===== config.mk =====
export PLATFORM = sky130hd
export DESIGN_NAME = rxmp_regs
export DESIGN_NICKNAME = d
export VERILOG_FILES = /design/src/rtl/rxmp_pkg.sv /design/src/rtl/rxmp_mode_slot.sv /design/src/rtl/rxmp_profile_drive.sv /design/src/rtl/rxmp_regs.sv
export SDC_FILE = /design/constraint.sdc
export NUM_CORES = 1
export LEC_CHECK = 0
export BUFFER_PORTS_ARGS = -buffer_cell sky130_fd_sc_hd__buf_2
export CAP_MARGIN = 30
export CORE_MARGIN = 2
export CORE_UTILIZATION = 40
export CTS_CLUSTER_DIAMETER = 60
export DETAILED_ROUTE_END_ITERATION = 7
export PLACE_DENSITY = 0.58
export SKIP_CTS_REPAIR_TIMING = 1
export SYNTH_ARGS = -nofsm -noshare
export SYNTH_HDL_FRONTEND = slang
export SYNTH_SLANG_ARGS = --single-unit

===== constraint.sdc =====
create_clock -name clk -period 2.3 [get_ports clk]
set_clock_uncertainty 0.15 [all_clocks]
set_input_delay 0.23 -clock clk [delete_from_list [all_inputs] [get_ports clk]]
set_output_delay 0.23 -clock clk [all_outputs]
set_load 0.05 [all_outputs]

===== src/rtl/rxmp_pkg.sv =====
package rxmp_pkg;
  localparam int RXMP_ADDR_W = 12;
  localparam int RXMP_MODES = 5;
  localparam int RXMP_REGS_PER_MODE = 3;
  localparam int RXMP_REG_COUNT = 15;
  localparam logic [3:0] RXMP_FIRST_MODE = 4'ha;
  // register addresses, three per mode in enable / gain12 / gain34 order
  localparam logic [11:0] RXMP_REG_ADDR [0:14] = '{
    12'h05e, 12'h05f, 12'h060, 12'h061, 12'h062, 12'h063, 12'h064, 12'h065,
    12'h066, 12'h067, 12'h068, 12'h069, 12'h06a, 12'h06b, 12'h06c};
  // slot positions within one mode
  localparam int RXMP_SLOT_EN = 0;
  localparam int RXMP_SLOT_G12 = 1;
  localparam int RXMP_SLOT_G34 = 2;
  // field positions
  localparam int RXMP_FIRST_SPLIT_BIT = 6;
  localparam int RXMP_PAIR_A_SPLIT_BIT = 5;
  localparam int RXMP_PAIR_B_SPLIT_BIT = 4;
  localparam int RXMP_CHAN_ON_MSB = 3;
  localparam int RXMP_GAIN_HI_LSB = 4;
  localparam int RXMP_GAIN_LO_LSB = 0;
  localparam int RXMP_GAIN_W = 3;
  // writable bits; everything else is reserved and reads zero
  localparam logic [7:0] RXMP_EN_MASK = 8'h7f;
  localparam logic [7:0] RXMP_GAIN_MASK = 8'h77;
  // reset values per mode, index 0 is mode 10
  localparam logic [7:0] RXMP_EN_RST [0:4] = '{
    8'h7f, 8'h68, 8'h64, 8'h52, 8'h51};
  localparam logic [7:0] RXMP_G12_RST [0:4] = '{
    8'h44, 8'h00, 8'h00, 8'h00, 8'h00};
  localparam logic [7:0] RXMP_G34_RST [0:4] = '{
    8'h44, 8'h00, 8'h00, 8'h00, 8'h00};
endpackage


===== src/rtl/rxmp_mode_slot.sv =====
`timescale 1ns/1ns
module rxmp_mode_slot
  import rxmp_pkg::*;
#(
  parameter logic [7:0] EN_RST = 8'h00,
  parameter logic [7:0] G12_RST = 8'h00,
  parameter logic [7:0] G34_RST = 8'h00
) (
  input wire logic clk,
  input wire logic rst_b,
  input wire logic [2:0] wrSel,
  input wire logic [7:0] wrData,
  output logic [7:0] enByte,
  output logic [7:0] gain12Byte,
  output logic [7:0] gain34Byte
);
  localparam logic [7:0] RST_VAL [0:2] = '{EN_RST, G12_RST, G34_RST};
  localparam logic [7:0] MASK [0:2] = '{RXMP_EN_MASK, RXMP_GAIN_MASK, RXMP_GAIN_MASK};

  logic [7:0] slotByte_reg [0:2];

  // one byte per register; reserved bits never take a write
  for (genvar k = 0; k < RXMP_REGS_PER_MODE; k++) begin : g_byte
    always_ff @(posedge clk or negedge rst_b) begin
      if (!rst_b) begin
        slotByte_reg[k] <= RST_VAL[k] & MASK[k];
      end else if (wrSel[k]) begin
        slotByte_reg[k] <= wrData & MASK[k];
      end
    end
  end

  assign enByte = slotByte_reg[RXMP_SLOT_EN];
  assign gain12Byte = slotByte_reg[RXMP_SLOT_G12];
  assign gain34Byte = slotByte_reg[RXMP_SLOT_G34];
endmodule


===== src/rtl/rxmp_profile_drive.sv =====
`timescale 1ns/1ns
module rxmp_profile_drive
  import rxmp_pkg::*;
(
  input wire logic clk,
  input wire logic rst_b,
  input wire logic selValid,
  input wire logic [7:0] selEn,
  input wire logic [7:0] selGain12,
  input wire logic [7:0] selGain34,
  output logic profileActive,
  output logic firstSplitterOn,
  output logic pairASplitterOn,
  output logic pairBSplitterOn,
  output logic [3:0] chanOn,
  output logic [2:0] chan1GainCode,
  output logic [2:0] chan2GainCode,
  output logic [2:0] chan3GainCode,
  output logic [2:0] chan4GainCode
);
  logic active_reg;
  logic [7:0] en_reg;
  logic [7:0] g12_reg;
  logic [7:0] g34_reg;

  // registered so the front end never sees decode glitches
  always_ff @(posedge clk or negedge rst_b) begin
    if (!rst_b) begin
      active_reg <= 1'b0;
      en_reg <= 8'h00;
      g12_reg <= 8'h00;
      g34_reg <= 8'h00;
    end else begin
      active_reg <= selValid;
      en_reg <= selEn;
      g12_reg <= selGain12;
      g34_reg <= selGain34;
    end
  end

  // field split of the held profile
  assign profileActive = active_reg;
  assign firstSplitterOn = en_reg[RXMP_FIRST_SPLIT_BIT];
  assign pairASplitterOn = en_reg[RXMP_PAIR_A_SPLIT_BIT];
  assign pairBSplitterOn = en_reg[RXMP_PAIR_B_SPLIT_BIT];
  assign chanOn = {en_reg[RXMP_CHAN_ON_MSB - 3], en_reg[RXMP_CHAN_ON_MSB - 2],
                   en_reg[RXMP_CHAN_ON_MSB - 1], en_reg[RXMP_CHAN_ON_MSB]};
  assign chan1GainCode = g12_reg[RXMP_GAIN_HI_LSB +: RXMP_GAIN_W];
  assign chan2GainCode = g12_reg[RXMP_GAIN_LO_LSB +: RXMP_GAIN_W];
  assign chan3GainCode = g34_reg[RXMP_GAIN_HI_LSB +: RXMP_GAIN_W];
  assign chan4GainCode = g34_reg[RXMP_GAIN_LO_LSB +: RXMP_GAIN_W];
endmodule


===== src/rtl/rxmp_regs.sv =====
`timescale 1ns/1ns
module rxmp_regs
  import rxmp_pkg::*;
(
  input wire logic clk,
  input wire logic rst_b,
  input wire logic [RXMP_ADDR_W-1:0] regAddr,
  input wire logic regWrEn,
  input wire logic [7:0] regWrData,
  input wire logic regRdEn,
  output logic [7:0] regRdData,
  output logic regHit,
  input wire logic [3:0] modeSel,
  output logic profileActive,
  output logic firstSplitterOn,
  output logic pairASplitterOn,
  output logic pairBSplitterOn,
  output logic [3:0] chanOn,
  output logic [2:0] chan1GainCode,
  output logic [2:0] chan2GainCode,
  output logic [2:0] chan3GainCode,
  output logic [2:0] chan4GainCode
);
  logic [RXMP_REG_COUNT-1:0] addrMatch;
  logic [RXMP_REG_COUNT-1:0] wrStrobe;
  logic [7:0] slotByte [0:RXMP_REG_COUNT-1];
  logic [7:0] rdAcc [0:RXMP_REG_COUNT];
  logic [RXMP_MODES-1:0] modeMatch;
  logic [7:0] enAcc [0:RXMP_MODES];
  logic [7:0] g12Acc [0:RXMP_MODES];
  logic [7:0] g34Acc [0:RXMP_MODES];
  logic [7:0] regRdData_reg;
  logic anyWrite_reg;

  // address decode, one comparator per register
  for (genvar i = 0; i < RXMP_REG_COUNT; i++) begin : g_dec
    assign addrMatch[i] = (regAddr == RXMP_REG_ADDR[i]);
    assign wrStrobe[i] = regWrEn && addrMatch[i];
    assign rdAcc[i + 1] = rdAcc[i] | ({8{addrMatch[i]}} & slotByte[i]);
  end
  assign rdAcc[0] = 8'h00;
  assign regHit = |addrMatch;

  // storage, three bytes per receiver mode
  for (genvar m = 0; m < RXMP_MODES; m++) begin : g_mode
    rxmp_mode_slot #(
      .EN_RST(RXMP_EN_RST[m]),
      .G12_RST(RXMP_G12_RST[m]),
      .G34_RST(RXMP_G34_RST[m])
    ) u_slot (
      .clk(clk),
      .rst_b(rst_b),
      .wrSel(wrStrobe[RXMP_REGS_PER_MODE * m +: RXMP_REGS_PER_MODE]),
      .wrData(regWrData),
      .enByte(slotByte[RXMP_REGS_PER_MODE * m + RXMP_SLOT_EN]),
      .gain12Byte(slotByte[RXMP_REGS_PER_MODE * m + RXMP_SLOT_G12]),
      .gain34Byte(slotByte[RXMP_REGS_PER_MODE * m + RXMP_SLOT_G34])
    );
    // mode select, and-or so a missing match gives an all-off profile
    assign modeMatch[m] = (modeSel == 4'(RXMP_FIRST_MODE + m));
    assign enAcc[m + 1] = enAcc[m] |
      ({8{modeMatch[m]}} & slotByte[RXMP_REGS_PER_MODE * m + RXMP_SLOT_EN]);
    assign g12Acc[m + 1] = g12Acc[m] |
      ({8{modeMatch[m]}} & slotByte[RXMP_REGS_PER_MODE * m + RXMP_SLOT_G12]);
    assign g34Acc[m + 1] = g34Acc[m] |
      ({8{modeMatch[m]}} & slotByte[RXMP_REGS_PER_MODE * m + RXMP_SLOT_G34]);
  end
  assign enAcc[0] = 8'h00;
  assign g12Acc[0] = 8'h00;
  assign g34Acc[0] = 8'h00;

  // read data held until the next read; unmapped addresses answer zero
  always_ff @(posedge clk or negedge rst_b) begin
    if (!rst_b) begin
      regRdData_reg <= 8'h00;
    end else if (regRdEn) begin
      regRdData_reg <= rdAcc[RXMP_REG_COUNT];
    end
  end
  assign regRdData = regRdData_reg;

  // output stage registers the selected profile
  rxmp_profile_drive u_drive (
    .clk(clk),
    .rst_b(rst_b),
    .selValid(|modeMatch),
    .selEn(enAcc[RXMP_MODES]),
    .selGain12(g12Acc[RXMP_MODES]),
    .selGain34(g34Acc[RXMP_MODES]),
    .profileActive(profileActive),
    .firstSplitterOn(firstSplitterOn),
    .pairASplitterOn(pairASplitterOn),
    .pairBSplitterOn(pairBSplitterOn),
    .chanOn(chanOn),
    .chan1GainCode(chan1GainCode),
    .chan2GainCode(chan2GainCode),
    .chan3GainCode(chan3GainCode),
    .chan4GainCode(chan4GainCode)
  );

  // named views of a few stored fields, read by the checks below
  logic mode10FirstSplitterOn;
  logic [3:0] mode10ChanOn;
  logic [2:0] mode10Chan1GainCode;
  logic [2:0] mode10Chan3GainCode;
  logic mode11FirstSplitterOn;
  logic mode11PairASplitterOn;
  logic mode11PairBSplitterOn;
  logic mode11Chan1On;
  logic [2:0] mode11Chan3GainCode;
  logic mode12Chan2On;
  logic [2:0] mode12Chan1GainCode;
  logic [2:0] mode12Chan3GainCode;
  logic mode13Chan3On;
  logic [2:0] mode13Chan4GainCode;
  logic mode14Chan4On;
  assign mode10FirstSplitterOn = slotByte[0][RXMP_FIRST_SPLIT_BIT];
  assign mode10ChanOn = slotByte[0][RXMP_CHAN_ON_MSB:0];
  assign mode10Chan1GainCode = slotByte[1][RXMP_GAIN_HI_LSB +: RXMP_GAIN_W];
  assign mode10Chan3GainCode = slotByte[2][RXMP_GAIN_HI_LSB +: RXMP_GAIN_W];
  assign mode11FirstSplitterOn = slotByte[3][RXMP_FIRST_SPLIT_BIT];
  assign mode11PairASplitterOn = slotByte[3][RXMP_PAIR_A_SPLIT_BIT];
  assign mode11PairBSplitterOn = slotByte[3][RXMP_PAIR_B_SPLIT_BIT];
  assign mode11Chan1On = slotByte[3][RXMP_CHAN_ON_MSB];
  assign mode11Chan3GainCode = slotByte[5][RXMP_GAIN_HI_LSB +: RXMP_GAIN_W];
  assign mode12Chan2On = slotByte[6][RXMP_CHAN_ON_MSB - 1];
  assign mode12Chan1GainCode = slotByte[7][RXMP_GAIN_HI_LSB +: RXMP_GAIN_W];
  assign mode12Chan3GainCode = slotByte[8][RXMP_GAIN_HI_LSB +: RXMP_GAIN_W];
  assign mode13Chan3On = slotByte[9][RXMP_CHAN_ON_MSB - 2];
  assign mode13Chan4GainCode = slotByte[11][RXMP_GAIN_LO_LSB +: RXMP_GAIN_W];
  assign mode14Chan4On = slotByte[12][0];

  // helper: low until the first register write after reset
  always_ff @(posedge clk or negedge rst_b) begin
    if (!rst_b) begin
      anyWrite_reg <= 1'b0;
    end else if (regWrEn) begin
      anyWrite_reg <= 1'b1;
    end
  end

  // reset profiles hold until software first writes
  a_mode10_chan_on: assert property (
    @(posedge clk) disable iff (!rst_b)
    !anyWrite_reg |-> (mode10ChanOn == 4'hf && mode10FirstSplitterOn))
    else $error("mode 10 channel enables not all on after reset");

  a_mode10_splitters: assert property (
    @(posedge clk) disable iff (!rst_b)
    !anyWrite_reg |-> (slotByte[0][6:4] == 3'h7))
    else $error("mode 10 splitter enables not all on after reset");

  a_mode10_gains: assert property (
    @(posedge clk) disable iff (!rst_b)
    !anyWrite_reg |-> (mode10Chan1GainCode == 3'h4 && slotByte[1][2:0] == 3'h4))
    else $error("mode 10 channel 1-2 gain reset wrong");

  a_mode10_gains34: assert property (
    @(posedge clk) disable iff (!rst_b)
    !anyWrite_reg |-> (mode10Chan3GainCode == 3'h4 && slotByte[2][2:0] == 3'h4))
    else $error("mode 10 channel 3-4 gain reset wrong");

  a_mode11_reset: assert property (
    @(posedge clk) disable iff (!rst_b)
    !anyWrite_reg |-> (mode11FirstSplitterOn && mode11PairASplitterOn &&
      !mode11PairBSplitterOn && mode11Chan1On && slotByte[3][2:0] == 3'h0))
    else $error("mode 11 enable reset wrong");

  a_mode11_gains: assert property (
    @(posedge clk) disable iff (!rst_b)
    !anyWrite_reg |-> (slotByte[4] == 8'h00 && mode11Chan3GainCode == 3'h0 &&
      slotByte[5] == 8'h00))
    else $error("mode 11 gain reset not zero");

  a_mode12_reset: assert property (
    @(posedge clk) disable iff (!rst_b)
    !anyWrite_reg |-> (slotByte[6][6:4] == 3'h6 && mode12Chan2On &&
      slotByte[6][3:0] == 4'h4))
    else $error("mode 12 enable reset wrong");

  a_mode12_gains: assert property (
    @(posedge clk) disable iff (!rst_b)
    !anyWrite_reg |-> (mode12Chan1GainCode == 3'h0 && mode12Chan3GainCode == 3'h0 &&
      (slotByte[7] | slotByte[8]) == 8'h00))
    else $error("mode 12 gain reset not zero");

  a_mode13_reset: assert property (
    @(posedge clk) disable iff (!rst_b)
    !anyWrite_reg |-> (slotByte[9][6:4] == 3'h5 && mode13Chan3On &&
      slotByte[9][3:0] == 4'h2))
    else $error("mode 13 enable reset wrong");

  a_mode13_gains: assert property (
    @(posedge clk) disable iff (!rst_b)
    !anyWrite_reg |-> (mode13Chan4GainCode == 3'h0 &&
      (slotByte[10] | slotByte[11]) == 8'h00))
    else $error("mode 13 gain reset not zero");

  a_mode14_reset: assert property (
    @(posedge clk) disable iff (!rst_b)
    !anyWrite_reg |-> (slotByte[12][6:4] == 3'h5 && mode14Chan4On &&
      slotByte[12][3:0] == 4'h1))
    else $error("mode 14 enable reset wrong");

  // a write lands at its own address only, reserved bits dropped
  for (genvar i = 0; i < RXMP_REG_COUNT; i++) begin : g_chk
    a_write_lands: assert property (
      @(posedge clk) disable iff (!rst_b)
      wrStrobe[i] |=> slotByte[i] == ($past(regWrData) &
        ((i % RXMP_REGS_PER_MODE == RXMP_SLOT_EN) ? RXMP_EN_MASK : RXMP_GAIN_MASK)))
      else $error("register write did not land masked");
    a_reserved_zero: assert property (
      @(posedge clk) disable iff (!rst_b)
      (i % RXMP_REGS_PER_MODE == RXMP_SLOT_EN) ? !slotByte[i][7] :
        (slotByte[i][7] == 1'b0 && slotByte[i][3] == 1'b0))
      else $error("reserved bit reads one");
    a_other_kept: assert property (
      @(posedge clk) disable iff (!rst_b)
      !wrStrobe[i] |=> $stable(slotByte[i]))
      else $error("register changed without a write");
    a_read_mapped: assert property (
      @(posedge clk) disable iff (!rst_b)
      (regRdEn && addrMatch[i]) |=> regRdData == $past(slotByte[i]))
      else $error("mapped read returned the wrong byte");
  end

  // read returns the addressed byte one cycle later, zero when unmapped
  a_read_data: assert property (
    @(posedge clk) disable iff (!rst_b)
    (regRdEn && !regHit) |=> regRdData == 8'h00)
    else $error("unmapped read not zero");

  a_read_held: assert property (
    @(posedge clk) disable iff (!rst_b)
    !regRdEn |=> $stable(regRdData))
    else $error("read data moved without a read");

  // selected profile reaches the front end one cycle after the selection;
  // bytes are those of the select edge, so a write there shows one cycle later
  a_profile_drive: assert property (
    @(posedge clk) disable iff (!rst_b)
    (modeSel == RXMP_FIRST_MODE + 4'h2) |=> (profileActive && chanOn ==
      {$past(slotByte[6][0]), $past(slotByte[6][1]), $past(slotByte[6][2]),
      $past(slotByte[6][3])} && chan1GainCode == $past(slotByte[7][6:4]) &&
      chan4GainCode == $past(slotByte[8][2:0])))
    else $error("mode 12 profile not driven");

  a_splitter_map: assert property (
    @(posedge clk) disable iff (!rst_b)
    (modeSel == RXMP_FIRST_MODE) |=> (profileActive && firstSplitterOn ==
      $past(slotByte[0][6]) && pairASplitterOn == $past(slotByte[0][5]) &&
      pairBSplitterOn == $past(slotByte[0][4])))
    else $error("splitter enables mis-mapped");

  a_off_range: assert property (
    @(posedge clk) disable iff (!rst_b)
    (modeSel < RXMP_FIRST_MODE) |=> (!profileActive && chanOn == 4'h0 &&
      !firstSplitterOn && chan2GainCode == 3'h0 && chan3GainCode == 3'h0))
    else $error("profile driven for unselected mode");

  a_off_high: assert property (
    @(posedge clk) disable iff (!rst_b)
    (modeSel > RXMP_FIRST_MODE + 4'h4) |=> (!profileActive && chanOn == 4'h0 &&
      !pairASplitterOn && !pairBSplitterOn && chan1GainCode == 3'h0 &&
      chan4GainCode == 3'h0))
    else $error("profile driven above mode 14");

  // upper modes must also raise the active flag
  a_active_range: assert property (
    @(posedge clk) disable iff (!rst_b)
    (modeSel >= RXMP_FIRST_MODE + 4'h3 && modeSel <= RXMP_FIRST_MODE + 4'h4) |=> profileActive)
    else $error("mode 13 or 14 profile not active");

  // gain fields: odd channel in the high nibble, even channel in the low one
  a_gain_map: assert property (
    @(posedge clk) disable iff (!rst_b)
    (modeSel == RXMP_FIRST_MODE) |=> (chan1GainCode == $past(slotByte[1][6:4]) &&
      chan2GainCode == $past(slotByte[1][2:0]) && chan3GainCode == $past(slotByte[2][6:4]) &&
      chan4GainCode == $past(slotByte[2][2:0])))
    else $error("gain codes mis-mapped");

  // channel 1 lives in the byte's bit 3 but leaves on chanOn bit 0
  a_chan_order: assert property (
    @(posedge clk) disable iff (!rst_b)
    (modeSel == RXMP_FIRST_MODE + 4'h1) |=> (chanOn == {$past(slotByte[3][0]),
      $past(slotByte[3][1]), $past(slotByte[3][2]), $past(slotByte[3][3])} &&
      firstSplitterOn == $past(slotByte[3][6])))
    else $error("mode 11 channel enables mis-mapped");

  a_mode13_drive: assert property (
    @(posedge clk) disable iff (!rst_b)
    (modeSel == RXMP_FIRST_MODE + 4'h3) |=> (chanOn == {$past(slotByte[9][0]),
      $past(slotByte[9][1]), $past(slotByte[9][2]), $past(slotByte[9][3])} &&
      pairBSplitterOn == $past(slotByte[9][4]) && chan1GainCode == $past(slotByte[10][6:4])))
    else $error("mode 13 profile not driven");

  a_mode14_drive: assert property (
    @(posedge clk) disable iff (!rst_b)
    (modeSel == RXMP_FIRST_MODE + 4'h4) |=> (chanOn == {$past(slotByte[12][0]),
      $past(slotByte[12][1]), $past(slotByte[12][2]), $past(slotByte[12][3])} &&
      chan3GainCode == $past(slotByte[14][6:4]) && chan2GainCode == $past(slotByte[13][2:0])))
    else $error("mode 14 profile not driven");

  // regHit covers exactly the fifteen mapped addresses
  a_hit_decode: assert property (
    @(posedge clk) disable iff (!rst_b)
    regHit == (regAddr >= RXMP_REG_ADDR[0] &&
      regAddr <= RXMP_REG_ADDR[RXMP_REG_COUNT - 1]))
    else $error("address hit decode wrong");

  // a decode overlap would let one write land in two registers
  a_one_strobe: assert property (
    @(posedge clk) disable iff (!rst_b)
    $onehot0(wrStrobe))
    else $error("write strobed more than one register");
endmodule


==> impl_results.md <==
* Achievable Freq at 0.470 GHz
* Mux share of post-synthesis cell area at 21.6%
* Synth unique cells at 57
* Max-slew violations at 0
* WP data arrival at 1.75 ns
* Port-buffer cells at 54
* Synth Area in Adders at 0%
* Worst r2r src: g_mode[1].u_slot.enByte[0]
* Worst relative slew slack at 59.9%
* Total iterations of the first detailed-routing run at 8
* Core area at 14500 um2
* Max FFs per register at 35
* Die Area at 15800 um2
* Pre-CTS setup slack at -0.0948 ns
* Die W at 126 um
* Routed WL at 17.7 mm
* GR Overflow Total at 0
* CTS Buf Count at 17
* Peak VDD IR at 529 uV
* Site Rows at 44
* Total global-route track usage at 23.5%
* Final hold vios at 0
* Syn Inst Count at 475
* Drt initial violations at 496
* Crit path max fanout at 5
* Hold Worst Slack at 0.0627 ns
* Nets at 591
* FFs w/ async S/R, synth at 100%
* Layout area overhead at 23.8%
* Final ANT Viol Nets at 0
* Initial Utilization at 40.8%
* Post-DP HPWL at 12.4 mm
* Syn_area_per_cell at 12.4 um2
* Final setup margin at 0.171 ns
* Drt drc at 0
* Worst setup SP type: input pin
* Final min period at 2.13 ns
* Pwr per Cell Area at 729 nW/um2
* Hold depth at 3
* Largest net degree at the start of global routing at 43
* Cell type with the highest aggregate area in the netlist: dfrtp_1
* Number of global-route vias before repair at 4878
* FF-to-FF End: regRdData[0]
* Most frequent cell after synthesis: dfrtp_1
* Post-Layout Cell Count at 760
* Largest family of logic cells by synthesized area: multiplexers
* Final GP Congestion at 0.909
* Synth top area cells: dfrtp_1 42%, mux2_2 18%, dfstp_2 10%, a22oi_1 3.8%, a222oi_1 3.4%
* Setup Crit Path Kind: input pin to primary output
* Maximum clock path buffer count at 2
* Post-synth EDFFs at 0
* Vias per inst at 6.05
* Worst Reg-to-Reg Cells at 5
* Diode count at 0
* Clock Latency Late Sink at 0.42 ns
* Hold EP: regRdData[2]
* Complex-gate fraction of the synthesized area at 13.0%
* Post-synthesis xor/xnor area fraction at 0%
* Min-Delay Path Class: input pin to flip-flop
* Outcome: complete, no violations
* Syn Nets at 503
* Post-synthesis register bit count at 122
* First-pass GRT wire length at 28.1 mm
* I/O pins at 57
* Die Span Y at 126 um
* Most common library cells after synthesis: 99 x dfrtp_1, 96 x mux2_2, 40 x nand2_1
* Layout cells sized above 1 at 45.7%
* Area of the mapped netlist at 5910 um2
* Root Driver: clkbuf_16
* Register area share after synthesis at 52.2%
* Synth warn at 0
* Top_reg_cell synth: dfrtp_1
* # setup viols final at 0
* Fin crit share at 92.6%
* Clk sinks at 122
* Clock transition at path regs at 0.05 ns
* DR WL/cell at 23.3 um
* Synth Area in Simple Gates at 11.0%
* Yosys top cell area share at 41.9%
* R2R Setup Slk at 0.51 ns
* Fin util at 50.5%
* Count of maximum capacitance violations at 0
* CTS tree: done
* Vias at 4596
* Critical Path Sink Type: primary output
* H-tree depth at 4
* RSZ-0062 raised after global routing: false
* Leak pwr at 3.47 nW
* Worst slew pin tran at 0.592 ns
* CP required at 1.92 ns
* Placed cells at 724
* Initial antenna violation count at 0
* Worst Hold Launch: regRdEn
critical path, cell delays in order:
cell and delay [ns]:
buf_2 0.10, or4b_1 0.52, buf_4 0.19, nor2_1 0.16, a21boi_2 0.25, buf_2 0.30
metrics by stage:
| stage | area (um2) | power [mW] | TNS [ns] |
|---|---|---|---|
| floorplan | 5910 | 2.38 | 0 |
| global placement | 6650 | 2.54 | -0.635 |
| finish | 7310 | 5.33 | 0 |
| detailed placement | 6650 | 2.55 | -1.23 |
| global route | 7310 | 5.51 | 0 |
| CTS | 7270 | 5.37 | 0 |
cells by family (layout without fill, tap and decap cells):
logic type             Yosys count  in the layout
muxes                          112            112
and+or+nand+nor                111            111
buffers and inverters           32            133
other                            1              1
DFF                            122            122
AOI/OAI and AO/OA               97             97
routing by layer:
metal | share of wire, % | GRT usage, % | vias to the layer above
li1 | - | - | 2018
met1 | 44 | 32.6 | 2332
met2 | 47 | 36.3 | 204
met5 | 0 | 0 | -
met3 | 6.6 | 4.15 | 42
met4 | 2.6 | 10.5 | 0
area by class of cell:
type                    count  area (um2)
clock buffers              24         482
fillers                  1282        7170
inverters                   3        11.3
well taps                 184         230
repair buffers             98         638
multi-input cells         321        2730
flip-flops and latches    122        3080
clock inverters             8         140
how the worst max path moves through the flow:
| stage | start | to | slack [ns] | cells past startpoint |
|---|---|---|---|---|
| 6_report | regAddr[7] | regHit | 0.17 | 6 |
| 5_1_grt | regAddr[7] | regHit | 0.11 | 6 |
| 4_1_cts | regAddr[7] | regHit | 0.19 | 6 |
| 3_5_place_dp | regAddr[7] | g_mode[2].u_slot.gain34Byte[1] | -0.09 | 7 |
| 3_3_place_gp | regAddr[7] | g_mode[2].u_slot.gain34Byte[2] | -0.05 | 7 |
| 2_1_floorplan | regAddr[7] | g_mode[3].u_slot.gain34Byte[0] | 0.04 | 6 |
report_power, final:
group / leakage [nW] / internal, mW / switching (mW)
registers: 1.61 / 2.17 / 0.0140
logic: 1.55 / 0.0985 / 0.241
clock network: 0.308 / 1.89 / 0.917
cells in the final DEF, fill, tap and decap left out, types with 3 or more instances in the layout:
| master | n |
|---|---|
| buf_2 | 53 |
| nand2_1 | 40 |
| nor3b_2 | 3 |
| and2_1 | 4 |
| mux2i_1 | 13 |
| dfstp_2 | 23 |
| o21ai_0 | 7 |
| mux4_2 | 3 |
| clkinv_2 | 4 |
| buf_4 | 39 |
| inv_1 | 3 |
| a222oi_1 | 20 |
| a41oi_1 | 3 |
| o22ai_1 | 5 |
| nand3_1 | 7 |
| bufinv_16 | 4 |
| clkbuf_1 | 4 |
| a31oi_1 | 10 |
| dlygate4sd3_1 | 4 |
| nand2b_1 | 3 |
| nand4_1 | 3 |
| and3_1 | 3 |
| a32oi_1 | 3 |
| dfrtp_1 | 99 |
| mux2_2 | 96 |
| nor3_4 | 3 |
| clkbuf_8 | 3 |
| nor2_1 | 11 |
| nor2b_1 | 6 |
| a22oi_1 | 30 |
| nor3b_1 | 3 |
| nor3_1 | 6 |
| clkbuf_16 | 17 |
| nor4b_1 | 3 |
Power figures use the tool's default switching activity.
